**src/clk_ctrl_pkg.sv**
```systemverilog
// package: register map, field layout and reset values of the clock control block
package clk_ctrl_pkg;
   localparam logic [2:0] REG_ADDR_W         = 3'h3;
   localparam logic [2:0] OFS_OSC_CONTROL    = 3'h0;
   localparam logic [2:0] OFS_CLOCK_DIVISOR  = 3'h1;
   localparam logic [2:0] OFS_PLL_FEEDBACK   = 3'h2;
   localparam logic [2:0] OFS_RC_TUNING      = 3'h3;
   localparam logic [2:0] OFS_UNLOCK         = 3'h4;
   localparam logic [15:0] UNLOCK_KEY1       = 16'h0046;
   localparam logic [15:0] UNLOCK_KEY2       = 16'h0057;
   // osc_control field positions
   localparam int CUR_LSB    = 12;
   localparam int NEW_LSB    = 8;
   localparam int FREEZE_BIT = 7;
   localparam int LOCK_BIT   = 5;
   localparam int FAIL_BIT   = 3;
   localparam int SEC_BIT    = 1;
   localparam int REQ_BIT    = 0;
   // clock_divisor field positions
   localparam int ROI_BIT    = 15;
   localparam int RED_LSB    = 12;
   localparam int REDEN_BIT  = 11;
   localparam int RCDIV_LSB  = 8;
   localparam int POST_LSB   = 6;
   localparam int PRE_LSB    = 0;
   // reset values
   localparam logic [2:0] RED_RESET   = 3'h3;
   localparam logic [2:0] RCDIV_RESET = 3'h0;
   localparam logic [1:0] POST_RESET  = 2'h1;
   localparam logic [4:0] PRE_RESET   = 5'h00;
   localparam logic [8:0] MULT_RESET  = 9'h030;
   localparam logic [5:0] TRIM_RESET  = 6'h00;
   // stable cycles of the new source before the switch
   localparam logic [3:0] SETTLE_CYCLES = 4'hA;

   typedef enum logic [2:0] {
      SRC_RC       = 3'b000,
      SRC_RC_PLL   = 3'b001,
      SRC_PRI      = 3'b010,
      SRC_PRI_PLL  = 3'b011,
      SRC_SEC      = 3'b100,
      SRC_LP_RC    = 3'b101,
      SRC_RC_DIV16 = 3'b110,
      SRC_RC_DIVN  = 3'b111
   } src_sel_t;

   typedef struct packed {
      logic [2:0] reduction_ratio;
      logic       reduction_active;
      logic [2:0] rc_postscaler;
      logic [1:0] pll_output_divider;
      logic [4:0] pll_input_prescaler;
      logic [8:0] pll_feedback_multiplier;
      logic [5:0] rc_trim;
   } clk_cfg_t;

   typedef struct packed {
      logic [2:0] addr;
      logic [15:0] wdata;
      logic       wr;
      logic       rd;
   } reg_req_t;
endpackage

```
**src/clk_ctrl.sv**
```systemverilog
// clock source select, switch sequencing and divider control registers
//
// Operation
// - current source field reads active clock with eight-way source encoding
// - new source field, same encoding, loaded from configuration at power-on
// - freeze bit with lock permit blocks new source, request, rc postscaler and pll setting writes
// - pll lock status reads one when the pll is locked, cleared at switch start
// - clock fail flag set by monitor, software may only clear it
// - secondary oscillator enable bit turns that oscillator on or off
// - software sets switch request, device clears it on completion
// - oscillator control writes accepted only after the unlock sequence
// - these registers reset only by power-on reset
// - recover on interrupt lets any interrupt clear clock reduction enable
// - reduction field selects divide 1 to 128, reset value divide by 8
// - reduction enable applies field, otherwise ratio forced to one
// - rc postscaler divides by 1 to 64 or 256, reset divide by 1
// - pll output divider 2, 4 or 8, code 10 reserved, reset 01
// - pll input prescaler divides by field plus two
// - pll feedback multiplier is field plus two, reset gives 50
// - rc trim is signed, zero nominal, 011111 highest, 100000 lowest
// - unimplemented bits ignore writes and read as zero
// - request to the active source is cleared and aborted
// - wait ten new source cycles once stable and locked, then switch
// - on completion copy new source into current source, clear request
// - with switching disabled request stays zero, current follows startup
//
// Our own choices: strobed register access and the address map.
`timescale 1ns/1ns
`default_nettype none
module clk_ctrl
   import clk_ctrl_pkg::*;
(
   input  wire logic                   i_clk_sys,
   input  wire logic                   i_arst_n,
   input  wire clk_ctrl_pkg::reg_req_t i_req,
   output var  logic [15:0]            o_rdata,
   input  wire logic [2:0]             i_startup_source,
   input  wire logic                   i_lock_permit_config,
   input  wire logic                   i_switch_permit_config_n,
   input  wire logic                   i_pll_locked,
   input  wire logic                   i_new_source_ready,
   input  wire logic                   i_new_source_tick,
   input  wire logic                   i_clock_fail_event,
   input  wire logic                   i_interrupt,
   output var  logic [2:0]             o_active_source,
   output var  logic [2:0]             o_target_source,
   output var  logic                   o_target_enable,
   output var  logic                   o_secondary_osc_enable,
   output var  clk_ctrl_pkg::clk_cfg_t o_cfg,
   output var  logic                   o_pll_reset
);
   import clk_ctrl_pkg::*;

   typedef enum logic [1:0] {
      SW_IDLE   = 2'b00,
      SW_START  = 2'b01,
      SW_WAIT   = 2'b10,
      SW_SETTLE = 2'b11
   } sw_state_t;

   sw_state_t  state_reg, state_next;
   logic [2:0] current_source_select_reg;
   logic [2:0] new_source_select_reg;
   logic       config_freeze_bit_reg;
   logic       pll_lock_reg;
   logic       clock_fail_flag_reg;
   logic       secondary_osc_enable_reg;
   logic       switch_request_reg;
   logic       recover_on_interrupt_reg;
   logic [2:0] reduction_reg;
   logic       clock_reduction_enable_reg;
   logic [2:0] internal_rc_postscaler_reg;
   logic [1:0] pll_output_divider_reg;
   logic [4:0] pll_input_prescaler_reg;
   logic [8:0] pll_feedback_multiplier_reg;
   logic [5:0] rc_trim_reg;
   logic [1:0] unlock_reg;
   logic [3:0] settle_reg;
   logic       strap_done_reg;
   logic [15:0] rdata_reg;

   // write decode
   wire switching_on = ~i_switch_permit_config_n;
   wire frozen       = config_freeze_bit_reg & i_lock_permit_config;
   wire unlocked     = (unlock_reg == 2'h2);
   wire wr_osc       = i_req.wr & (i_req.addr == OFS_OSC_CONTROL) & unlocked;
   wire wr_div       = i_req.wr & (i_req.addr == OFS_CLOCK_DIVISOR);
   wire wr_fbd       = i_req.wr & (i_req.addr == OFS_PLL_FEEDBACK) & ~frozen;
   wire wr_tun       = i_req.wr & (i_req.addr == OFS_RC_TUNING);
   wire wr_unl       = i_req.wr & (i_req.addr == OFS_UNLOCK);
   wire wr_osc_sel   = wr_osc & ~frozen;
   wire wr_div_pll   = wr_div & ~frozen;
   wire [15:0] wd    = i_req.wdata;
   wire sw_start     = (state_reg == SW_START);
   wire redundant    = (new_source_select_reg == current_source_select_reg);
   wire uses_pll     = (new_source_select_reg == SRC_RC_PLL) |
                       (new_source_select_reg == SRC_PRI_PLL);
   wire src_stable   = i_new_source_ready & (~uses_pll | i_pll_locked);
   wire sw_done      = (state_reg == SW_SETTLE) & i_new_source_tick &
                       (settle_reg == SETTLE_CYCLES - 4'h1) & src_stable;
   wire sw_abort     = (state_reg == SW_IDLE) & switch_request_reg & redundant;

   // switch sequencer
   always_comb
   begin
      state_next = state_reg;
      unique case (state_reg)
         SW_IDLE:
            if (switch_request_reg & ~redundant & switching_on)
               state_next = SW_START;
         SW_START:
            state_next = SW_WAIT;
         SW_WAIT:
            if (src_stable)
               state_next = SW_SETTLE;
         SW_SETTLE:
            if (~src_stable)
               state_next = SW_WAIT;
            else if (sw_done)
               state_next = SW_IDLE;
      endcase
   end

   // power-on reset only; no other reset reaches these flops
   always_ff @(posedge i_clk_sys or negedge i_arst_n)
   begin
      if (!i_arst_n)
      begin
         state_reg  <= SW_IDLE;
         settle_reg <= 4'h0;
         unlock_reg <= 2'h0;
      end
      else
      begin
         state_reg <= state_next;
         if (state_reg != SW_SETTLE || ~src_stable)
            settle_reg <= 4'h0;
         else if (i_new_source_tick)
            settle_reg <= settle_reg + 4'h1;
         if (wr_unl && wd == UNLOCK_KEY1)
            unlock_reg <= 2'h1;
         else if (wr_unl && wd == UNLOCK_KEY2 && unlock_reg == 2'h1)
            unlock_reg <= 2'h2;
         else if (i_req.wr)
            unlock_reg <= 2'h0;
      end
   end

   // oscillator control next values
   wire       strap_load   = ~strap_done_reg;
   wire       new_write_ok = wr_osc_sel & (state_reg == SW_IDLE) & ~switch_request_reg;
   wire [2:0] current_source_select_next =
                 strap_load    ? i_startup_source :
                 ~switching_on ? i_startup_source :
                 sw_done       ? new_source_select_reg :
                                 current_source_select_reg;
   wire [2:0] new_source_select_next =
                 strap_load   ? i_startup_source :
                 new_write_ok ? wd[NEW_LSB +: 3] :
                                new_source_select_reg;
   // freeze bit is write-once until power-on reset
   wire       freeze_write_ok        = wr_osc & ~config_freeze_bit_reg;
   wire       config_freeze_bit_next = freeze_write_ok ? wd[FREEZE_BIT] : config_freeze_bit_reg;
   wire       secondary_osc_enable_next = wr_osc ? wd[SEC_BIT]
                                                 : secondary_osc_enable_reg;
   // lock status follows the pll, cleared at switch start
   wire       pll_lock_next = i_pll_locked & ~sw_start;
   // monitor event wins over a clear in the same cycle
   wire       fail_clear           = sw_start | (wr_osc & ~wd[FAIL_BIT]);
   wire       clock_fail_flag_next = i_clock_fail_event |
                                     (clock_fail_flag_reg & ~fail_clear);
   wire       req_clear           = ~switching_on | sw_done | sw_abort;
   wire       req_set             = wr_osc_sel & wd[REQ_BIT];
   wire       switch_request_next = ~req_clear & (req_set | switch_request_reg);

   // divisor, feedback and trim next values
   wire       recover_on_interrupt_next = wr_div ? wd[ROI_BIT] : recover_on_interrupt_reg;
   wire [2:0] reduction_next = wr_div ? wd[RED_LSB +: 3] : reduction_reg;
   // interrupt recovery wins over a simultaneous write
   wire       irq_recover = i_interrupt & recover_on_interrupt_reg;
   wire       clock_reduction_enable_next = irq_recover ? 1'b0 :
                                            wr_div      ? wd[REDEN_BIT] :
                                                          clock_reduction_enable_reg;
   wire [2:0] internal_rc_postscaler_next = wr_div_pll ? wd[RCDIV_LSB +: 3]
                                                       : internal_rc_postscaler_reg;
   wire [1:0] pll_output_divider_next = wr_div_pll ? wd[POST_LSB +: 2]
                                                   : pll_output_divider_reg;
   wire [4:0] pll_input_prescaler_next = wr_div_pll ? wd[PRE_LSB +: 5]
                                                    : pll_input_prescaler_reg;
   wire [8:0] pll_feedback_multiplier_next = wr_fbd ? wd[8:0]
                                                    : pll_feedback_multiplier_reg;
   wire [5:0] rc_trim_next = wr_tun ? wd[5:0] : rc_trim_reg;

   // power-on reset only: one short block per register
   always_ff @(posedge i_clk_sys or negedge i_arst_n)
   begin
      if (!i_arst_n)
         strap_done_reg <= 1'b0;
      else
         strap_done_reg <= 1'b1;
   end

   always_ff @(posedge i_clk_sys or negedge i_arst_n)
   begin
      if (!i_arst_n)
         current_source_select_reg <= SRC_RC;
      else
         current_source_select_reg <= current_source_select_next;
   end

   always_ff @(posedge i_clk_sys or negedge i_arst_n)
   begin
      if (!i_arst_n)
         new_source_select_reg <= SRC_RC;
      else
         new_source_select_reg <= new_source_select_next;
   end

   always_ff @(posedge i_clk_sys or negedge i_arst_n)
   begin
      if (!i_arst_n)
         config_freeze_bit_reg <= 1'b0;
      else
         config_freeze_bit_reg <= config_freeze_bit_next;
   end

   always_ff @(posedge i_clk_sys or negedge i_arst_n)
   begin
      if (!i_arst_n)
         pll_lock_reg <= 1'b0;
      else
         pll_lock_reg <= pll_lock_next;
   end

   always_ff @(posedge i_clk_sys or negedge i_arst_n)
   begin
      if (!i_arst_n)
         clock_fail_flag_reg <= 1'b0;
      else
         clock_fail_flag_reg <= clock_fail_flag_next;
   end

   always_ff @(posedge i_clk_sys or negedge i_arst_n)
   begin
      if (!i_arst_n)
         secondary_osc_enable_reg <= 1'b0;
      else
         secondary_osc_enable_reg <= secondary_osc_enable_next;
   end

   always_ff @(posedge i_clk_sys or negedge i_arst_n)
   begin
      if (!i_arst_n)
         switch_request_reg <= 1'b0;
      else
         switch_request_reg <= switch_request_next;
   end

   always_ff @(posedge i_clk_sys or negedge i_arst_n)
   begin
      if (!i_arst_n)
         recover_on_interrupt_reg <= 1'b0;
      else
         recover_on_interrupt_reg <= recover_on_interrupt_next;
   end

   always_ff @(posedge i_clk_sys or negedge i_arst_n)
   begin
      if (!i_arst_n)
         reduction_reg <= RED_RESET;
      else
         reduction_reg <= reduction_next;
   end

   always_ff @(posedge i_clk_sys or negedge i_arst_n)
   begin
      if (!i_arst_n)
         clock_reduction_enable_reg <= 1'b0;
      else
         clock_reduction_enable_reg <= clock_reduction_enable_next;
   end

   always_ff @(posedge i_clk_sys or negedge i_arst_n)
   begin
      if (!i_arst_n)
         internal_rc_postscaler_reg <= RCDIV_RESET;
      else
         internal_rc_postscaler_reg <= internal_rc_postscaler_next;
   end

   always_ff @(posedge i_clk_sys or negedge i_arst_n)
   begin
      if (!i_arst_n)
         pll_output_divider_reg <= POST_RESET;
      else
         pll_output_divider_reg <= pll_output_divider_next;
   end

   always_ff @(posedge i_clk_sys or negedge i_arst_n)
   begin
      if (!i_arst_n)
         pll_input_prescaler_reg <= PRE_RESET;
      else
         pll_input_prescaler_reg <= pll_input_prescaler_next;
   end

   always_ff @(posedge i_clk_sys or negedge i_arst_n)
   begin
      if (!i_arst_n)
         pll_feedback_multiplier_reg <= MULT_RESET;
      else
         pll_feedback_multiplier_reg <= pll_feedback_multiplier_next;
   end

   always_ff @(posedge i_clk_sys or negedge i_arst_n)
   begin
      if (!i_arst_n)
         rc_trim_reg <= TRIM_RESET;
      else
         rc_trim_reg <= rc_trim_next;
   end

   // read mux, unimplemented bits zero
   wire [15:0] rd_osc = {1'b0,
                         current_source_select_reg,
                         1'b0,
                         new_source_select_reg,
                         config_freeze_bit_reg,
                         1'b0,
                         pll_lock_reg,
                         1'b0,
                         clock_fail_flag_reg,
                         1'b0,
                         secondary_osc_enable_reg,
                         switch_request_reg};
   wire [15:0] rd_div = {recover_on_interrupt_reg,
                         reduction_reg,
                         clock_reduction_enable_reg,
                         internal_rc_postscaler_reg,
                         pll_output_divider_reg,
                         1'b0,
                         pll_input_prescaler_reg};
   wire [15:0] rd_fbd = {7'h00, pll_feedback_multiplier_reg};
   wire [15:0] rd_tun = {10'h000, rc_trim_reg};
   wire [15:0] rd_sel = (i_req.addr == OFS_OSC_CONTROL)   ? rd_osc :
                        (i_req.addr == OFS_CLOCK_DIVISOR) ? rd_div :
                        (i_req.addr == OFS_PLL_FEEDBACK)  ? rd_fbd :
                        (i_req.addr == OFS_RC_TUNING)     ? rd_tun : 16'h0000;

   always_ff @(posedge i_clk_sys or negedge i_arst_n)
   begin
      if (!i_arst_n)
         rdata_reg <= 16'h0000;
      else
         rdata_reg <= i_req.rd ? rd_sel : 16'h0000;
   end

   assign o_rdata                = rdata_reg;
   assign o_active_source        = current_source_select_reg;
   assign o_target_source        = new_source_select_reg;
   assign o_target_enable        = (state_reg != SW_IDLE);
   assign o_pll_reset            = sw_start;
   assign o_secondary_osc_enable = secondary_osc_enable_reg;
   // effective reduction: forced to 1:1 while disabled
   assign o_cfg.reduction_ratio         = clock_reduction_enable_reg ? reduction_reg
                                                                     : 3'h0;
   assign o_cfg.reduction_active        = clock_reduction_enable_reg;
   assign o_cfg.rc_postscaler           = internal_rc_postscaler_reg;
   assign o_cfg.pll_output_divider      = pll_output_divider_reg;
   assign o_cfg.pll_input_prescaler     = pll_input_prescaler_reg;
   assign o_cfg.pll_feedback_multiplier = pll_feedback_multiplier_reg;
   assign o_cfg.rc_trim                 = rc_trim_reg;
endmodule
`default_nettype wire

```
**config.mk**
```make
export PLATFORM = sky130hd
export DESIGN_NAME = clk_ctrl
export DESIGN_NICKNAME = d
export VERILOG_FILES = /design/src/clk_ctrl_pkg.sv /design/src/clk_ctrl.sv
export SDC_FILE = /design/constraint.sdc
export NUM_CORES = 1
export LEC_CHECK = 0
export BUFFER_PORTS_ARGS = -buffer_cell sky130_fd_sc_hd__buf_4
export CAP_MARGIN = 20
export CORE_MARGIN = 2
export CORE_UTILIZATION = 25
export DETAILED_ROUTE_END_ITERATION = 12
export PLACE_DENSITY = 0.55
export SKIP_LAST_GASP = 1
export SYNTH_ARGS = -nofsm -noshare
export SYNTH_HDL_FRONTEND = slang
export SYNTH_SLANG_ARGS = --single-unit
```
**constraint.sdc**
```tcl
create_clock -name i_clk_sys -period 1.75 [get_ports i_clk_sys]
set_clock_uncertainty 0.1 [all_clocks]
set_input_delay 0.35 -clock i_clk_sys [delete_from_list [all_inputs] [get_ports i_clk_sys]]
set_output_delay 0.35 -clock i_clk_sys [all_outputs]
set_load 0.1 [all_outputs]
```
==> flow_metrics.env <==
export IMPL_status="complete, but fails checks"
export IMPL_violations="negative setup slack"
export IMPL_synth_cell_type_count=48
export IMPL_drtPass1Iterations=4
export IMPL_avgSynthCellArea_um2=12.1
export IMPL_synth_xor_area_share_pct=1.73
export IMPL_avgRoutedWirePerCell_um=17.2
export IMPL_grt_pass1_vias=2422
export IMPL_cts_tree="done"
export IMPL_synth_top_flop_cell="dfrtp_1"
export IMPL_seqCellArea_um2=1670
export IMPL_worst_path_max_fanout=6
export IMPL_finalCritPeriodShare_pct=101
export IMPL_slowest_stage="dfrtp_1"
export IMPL_first_iter_violations=98
export IMPL_synth_compound_gate_area_share_pct=7.10
export IMPL_multiInputGateArea_um2=1280
export IMPL_cpPeakStageDelay_ps=440
export IMPL_clkTransAtPathRegs_ps=50
export IMPL_netlist_area_um2=3030
export IMPL_track_usage_pct=13.5
export IMPL_yosys_area_share_simple_pct=15.8
export IMPL_gp_congestion=0.742
export IMPL_vias_per_cell=4.66
export IMPL_cts_root_buf="clkbuf_16"
export IMPL_period_needed_ps=1760
export IMPL_insertion_delay_ps=330
export IMPL_synth_mux_area_share_pct=16.7
export IMPL_die_area_um2=13000
export IMPL_largest_reg_flops=16
export IMPL_synth_enable_flop_cells=0
export IMPL_syn_inst=250
export IMPL_maxCapViolations=0
export IMPL_crit_arrival_ps=1310
export IMPL_pre_cts_ws_ps=83.5
export IMPL_synth_fa_ha_area_share_pct=0.826
export IMPL_pwr_density_cell_nw_per_um2=1390
export IMPL_cp_end_kind="output port"
export IMPL_startpoint_type="register"
export IMPL_crit_start="state_reg[1]"
export IMPL_postLayoutCellArea_um2=4260
export IMPL_vias=2339
export IMPL_rows=40
export IMPL_finalMaxSlewViolations=0
export IMPL_critPathKind="register to output port"
export IMPL_cts_made_buffers=9
export IMPL_hpwl_mm=6.50
export IMPL_pin_count=87
export IMPL_required_ps=1300
export IMPL_r2r_setup_slack_ps=170
export IMPL_r2r_end="switch_request_reg"
export IMPL_layout_commonest_cell="buf_4"
export IMPL_async_flop_share_pct=100
export IMPL_grt_max_degree=29
export IMPL_placed_cell_area_um2=3890
export IMPL_ir_drop_mv=0.486
export IMPL_area_growth_pct=40.4
export IMPL_port_buffers=86
export IMPL_final_setup_tns_ps=-8.89
export IMPL_wirelength_mm=8.64
export IMPL_synth_top_family_by_area="multiplexers"
export IMPL_setup_viol=1
export IMPL_path_delay_family="flip-flops"
export IMPL_postRouteAntennaNets=0
export IMPL_antenna_found_initial=0
export IMPL_critPathCapture="o_pll_reset"
export IMPL_htreeDepth=3
export IMPL_r2r_start="unlock_reg[0]"
export IMPL_core_um2=11900
export IMPL_r2r_cells=4
export IMPL_ys_seq_elements=66
export IMPL_ys_warnings_count=0
export IMPL_syn_nets=285
export IMPL_final_cell_mix="buf_4, dfrtp_1, nor2_1, mux2_2, mux2i_1"
export IMPL_cts_sinks=66
export IMPL_cts_path_max_buffers=2
export IMPL_fillers=1191
export IMPL_p_leak_nw=2.00
export IMPL_worst_hold_slack_ps=95.3
export IMPL_rsz0062_at_grt="true"
export IMPL_finalHoldViolCount=0
export IMPL_yosysSeqAreaShare_pct=54.7
export IMPL_grt_pass1_wl_mm=13.2
export IMPL_die_w_um=114
export IMPL_grt_ovfl_total=0
export IMPL_drive_gt1_share_pct=45.9
export IMPL_antenna_cells=0
export IMPL_die_h_um=114
export IMPL_nets=385
export IMPL_start_util_pct=25.4
export IMPL_hold_class="input port to register"
export IMPL_setup_slack_ps=-8.89
export IMPL_max_freq_mhz=569
export IMPL_drcViolationCount=0
export IMPL_final_util_pct=35.7
export IMPL_path_depth=3
export IMPL_path_cells="nand2b_1 -> inv_1 -> buf_12"
export IMPL_crit_buf_inv=2
-- metrics by stage --
stage	total power, mW	cells
after floorplan	3.45	250
after global placement	3.97	485
after detailed placement	3.98	485
after CTS	5.97	502
after global routing	6.13	502
final	5.92	502
-- routing by layer --
metal | GRT usage (%) | share of wire (%) | vias up
li1 | - | - | 1094
met3 | 4.24 | 5.7 | 9
met5 | 0 | 0 | -
met4 | 4.88 | 1.6 | 0
met1 | 17.1 | 44 | 1178
met2 | 21.7 | 48 | 58
-- layout make-up --
cell class                      instances  share of cell area (%)
Clock buffer                           12                    6.03
Clock inverter                          4                    1.73
Inverter                                8                   0.706
Multi-Input combinational cell        168                    30.1
Sequential cell                        66                    39.1
Tap cell                              147                    4.32
Timing Repair Buffer                   97                    17.9
-- power by group --
part           internal, mW  switching, mW
clock                  1.32          0.654
combinational         0.487           1.54
sequential             1.74          0.182
total                  3.55           2.37
-- what timing repair did --
item | CTS | global route
buffers inserted | 0 | 0
endpoints found under the setup margin | 2 | 4
pin swaps | 0 | 0
hold endpoints to repair | 18 | 0
resized for setup | 2 | 4
hold buffers | 1 | 0
-- worst min-delay path by stage --
| stage | cells past startpoint | to | slack, ps | startpoint |
|---|---|---|---|---|
| floorplan | 0 | clock_fail_flag_reg | -50 | i_arst_n |
| global placement | 1 | strap_done_reg | 180 | i_arst_n |
| detailed placement | 1 | strap_done_reg | 180 | i_arst_n |
| CTS | 2 | clock_reduction_enable_reg | 90 | i_interrupt |
| global route | 2 | clock_reduction_enable_reg | 90 | i_interrupt |
| finish | 2 | clock_reduction_enable_reg | 100 | i_interrupt |
-- logic make-up after synthesis --
| group | Yosys count |
|---|---|
| and+or+nand+nor | 82 |
| DFF | 66 |
| muxes | 43 |
| AOI/OAI and AO/OA | 34 |
| buffers and inverters | 16 |
| xor gates and xnor gates | 6 |
| adders and majority gates | 2 |
| other | 1 |
-- Yosys cell counts (all sizes together) (2+ instances only) --
cell type,number,area [um2]
dfrtp,61,1530
mux2,30,375
nor2,23,86.3
mux2i,13,130
nor3,12,65.1
nand2,10,53.8
a21oi,9,45.0
inv,8,30.0
buf,7,58.8
and2,6,40.0
o21ai,6,30.0
a211oi,5,37.5
dfstp,5,131
nand2b,5,31.3
nor2b,5,41.3
xor2,5,43.8
nand4,4,25.0
o31ai,4,30.0
and3,3,18.8
nand3,3,15.0
nor4,3,18.8
a21boi,2,15.0
a31oi,2,12.5
ha,2,25.0
nand4b,2,30.0
o22ai,2,12.5
(Power assumes the default switching activity.)
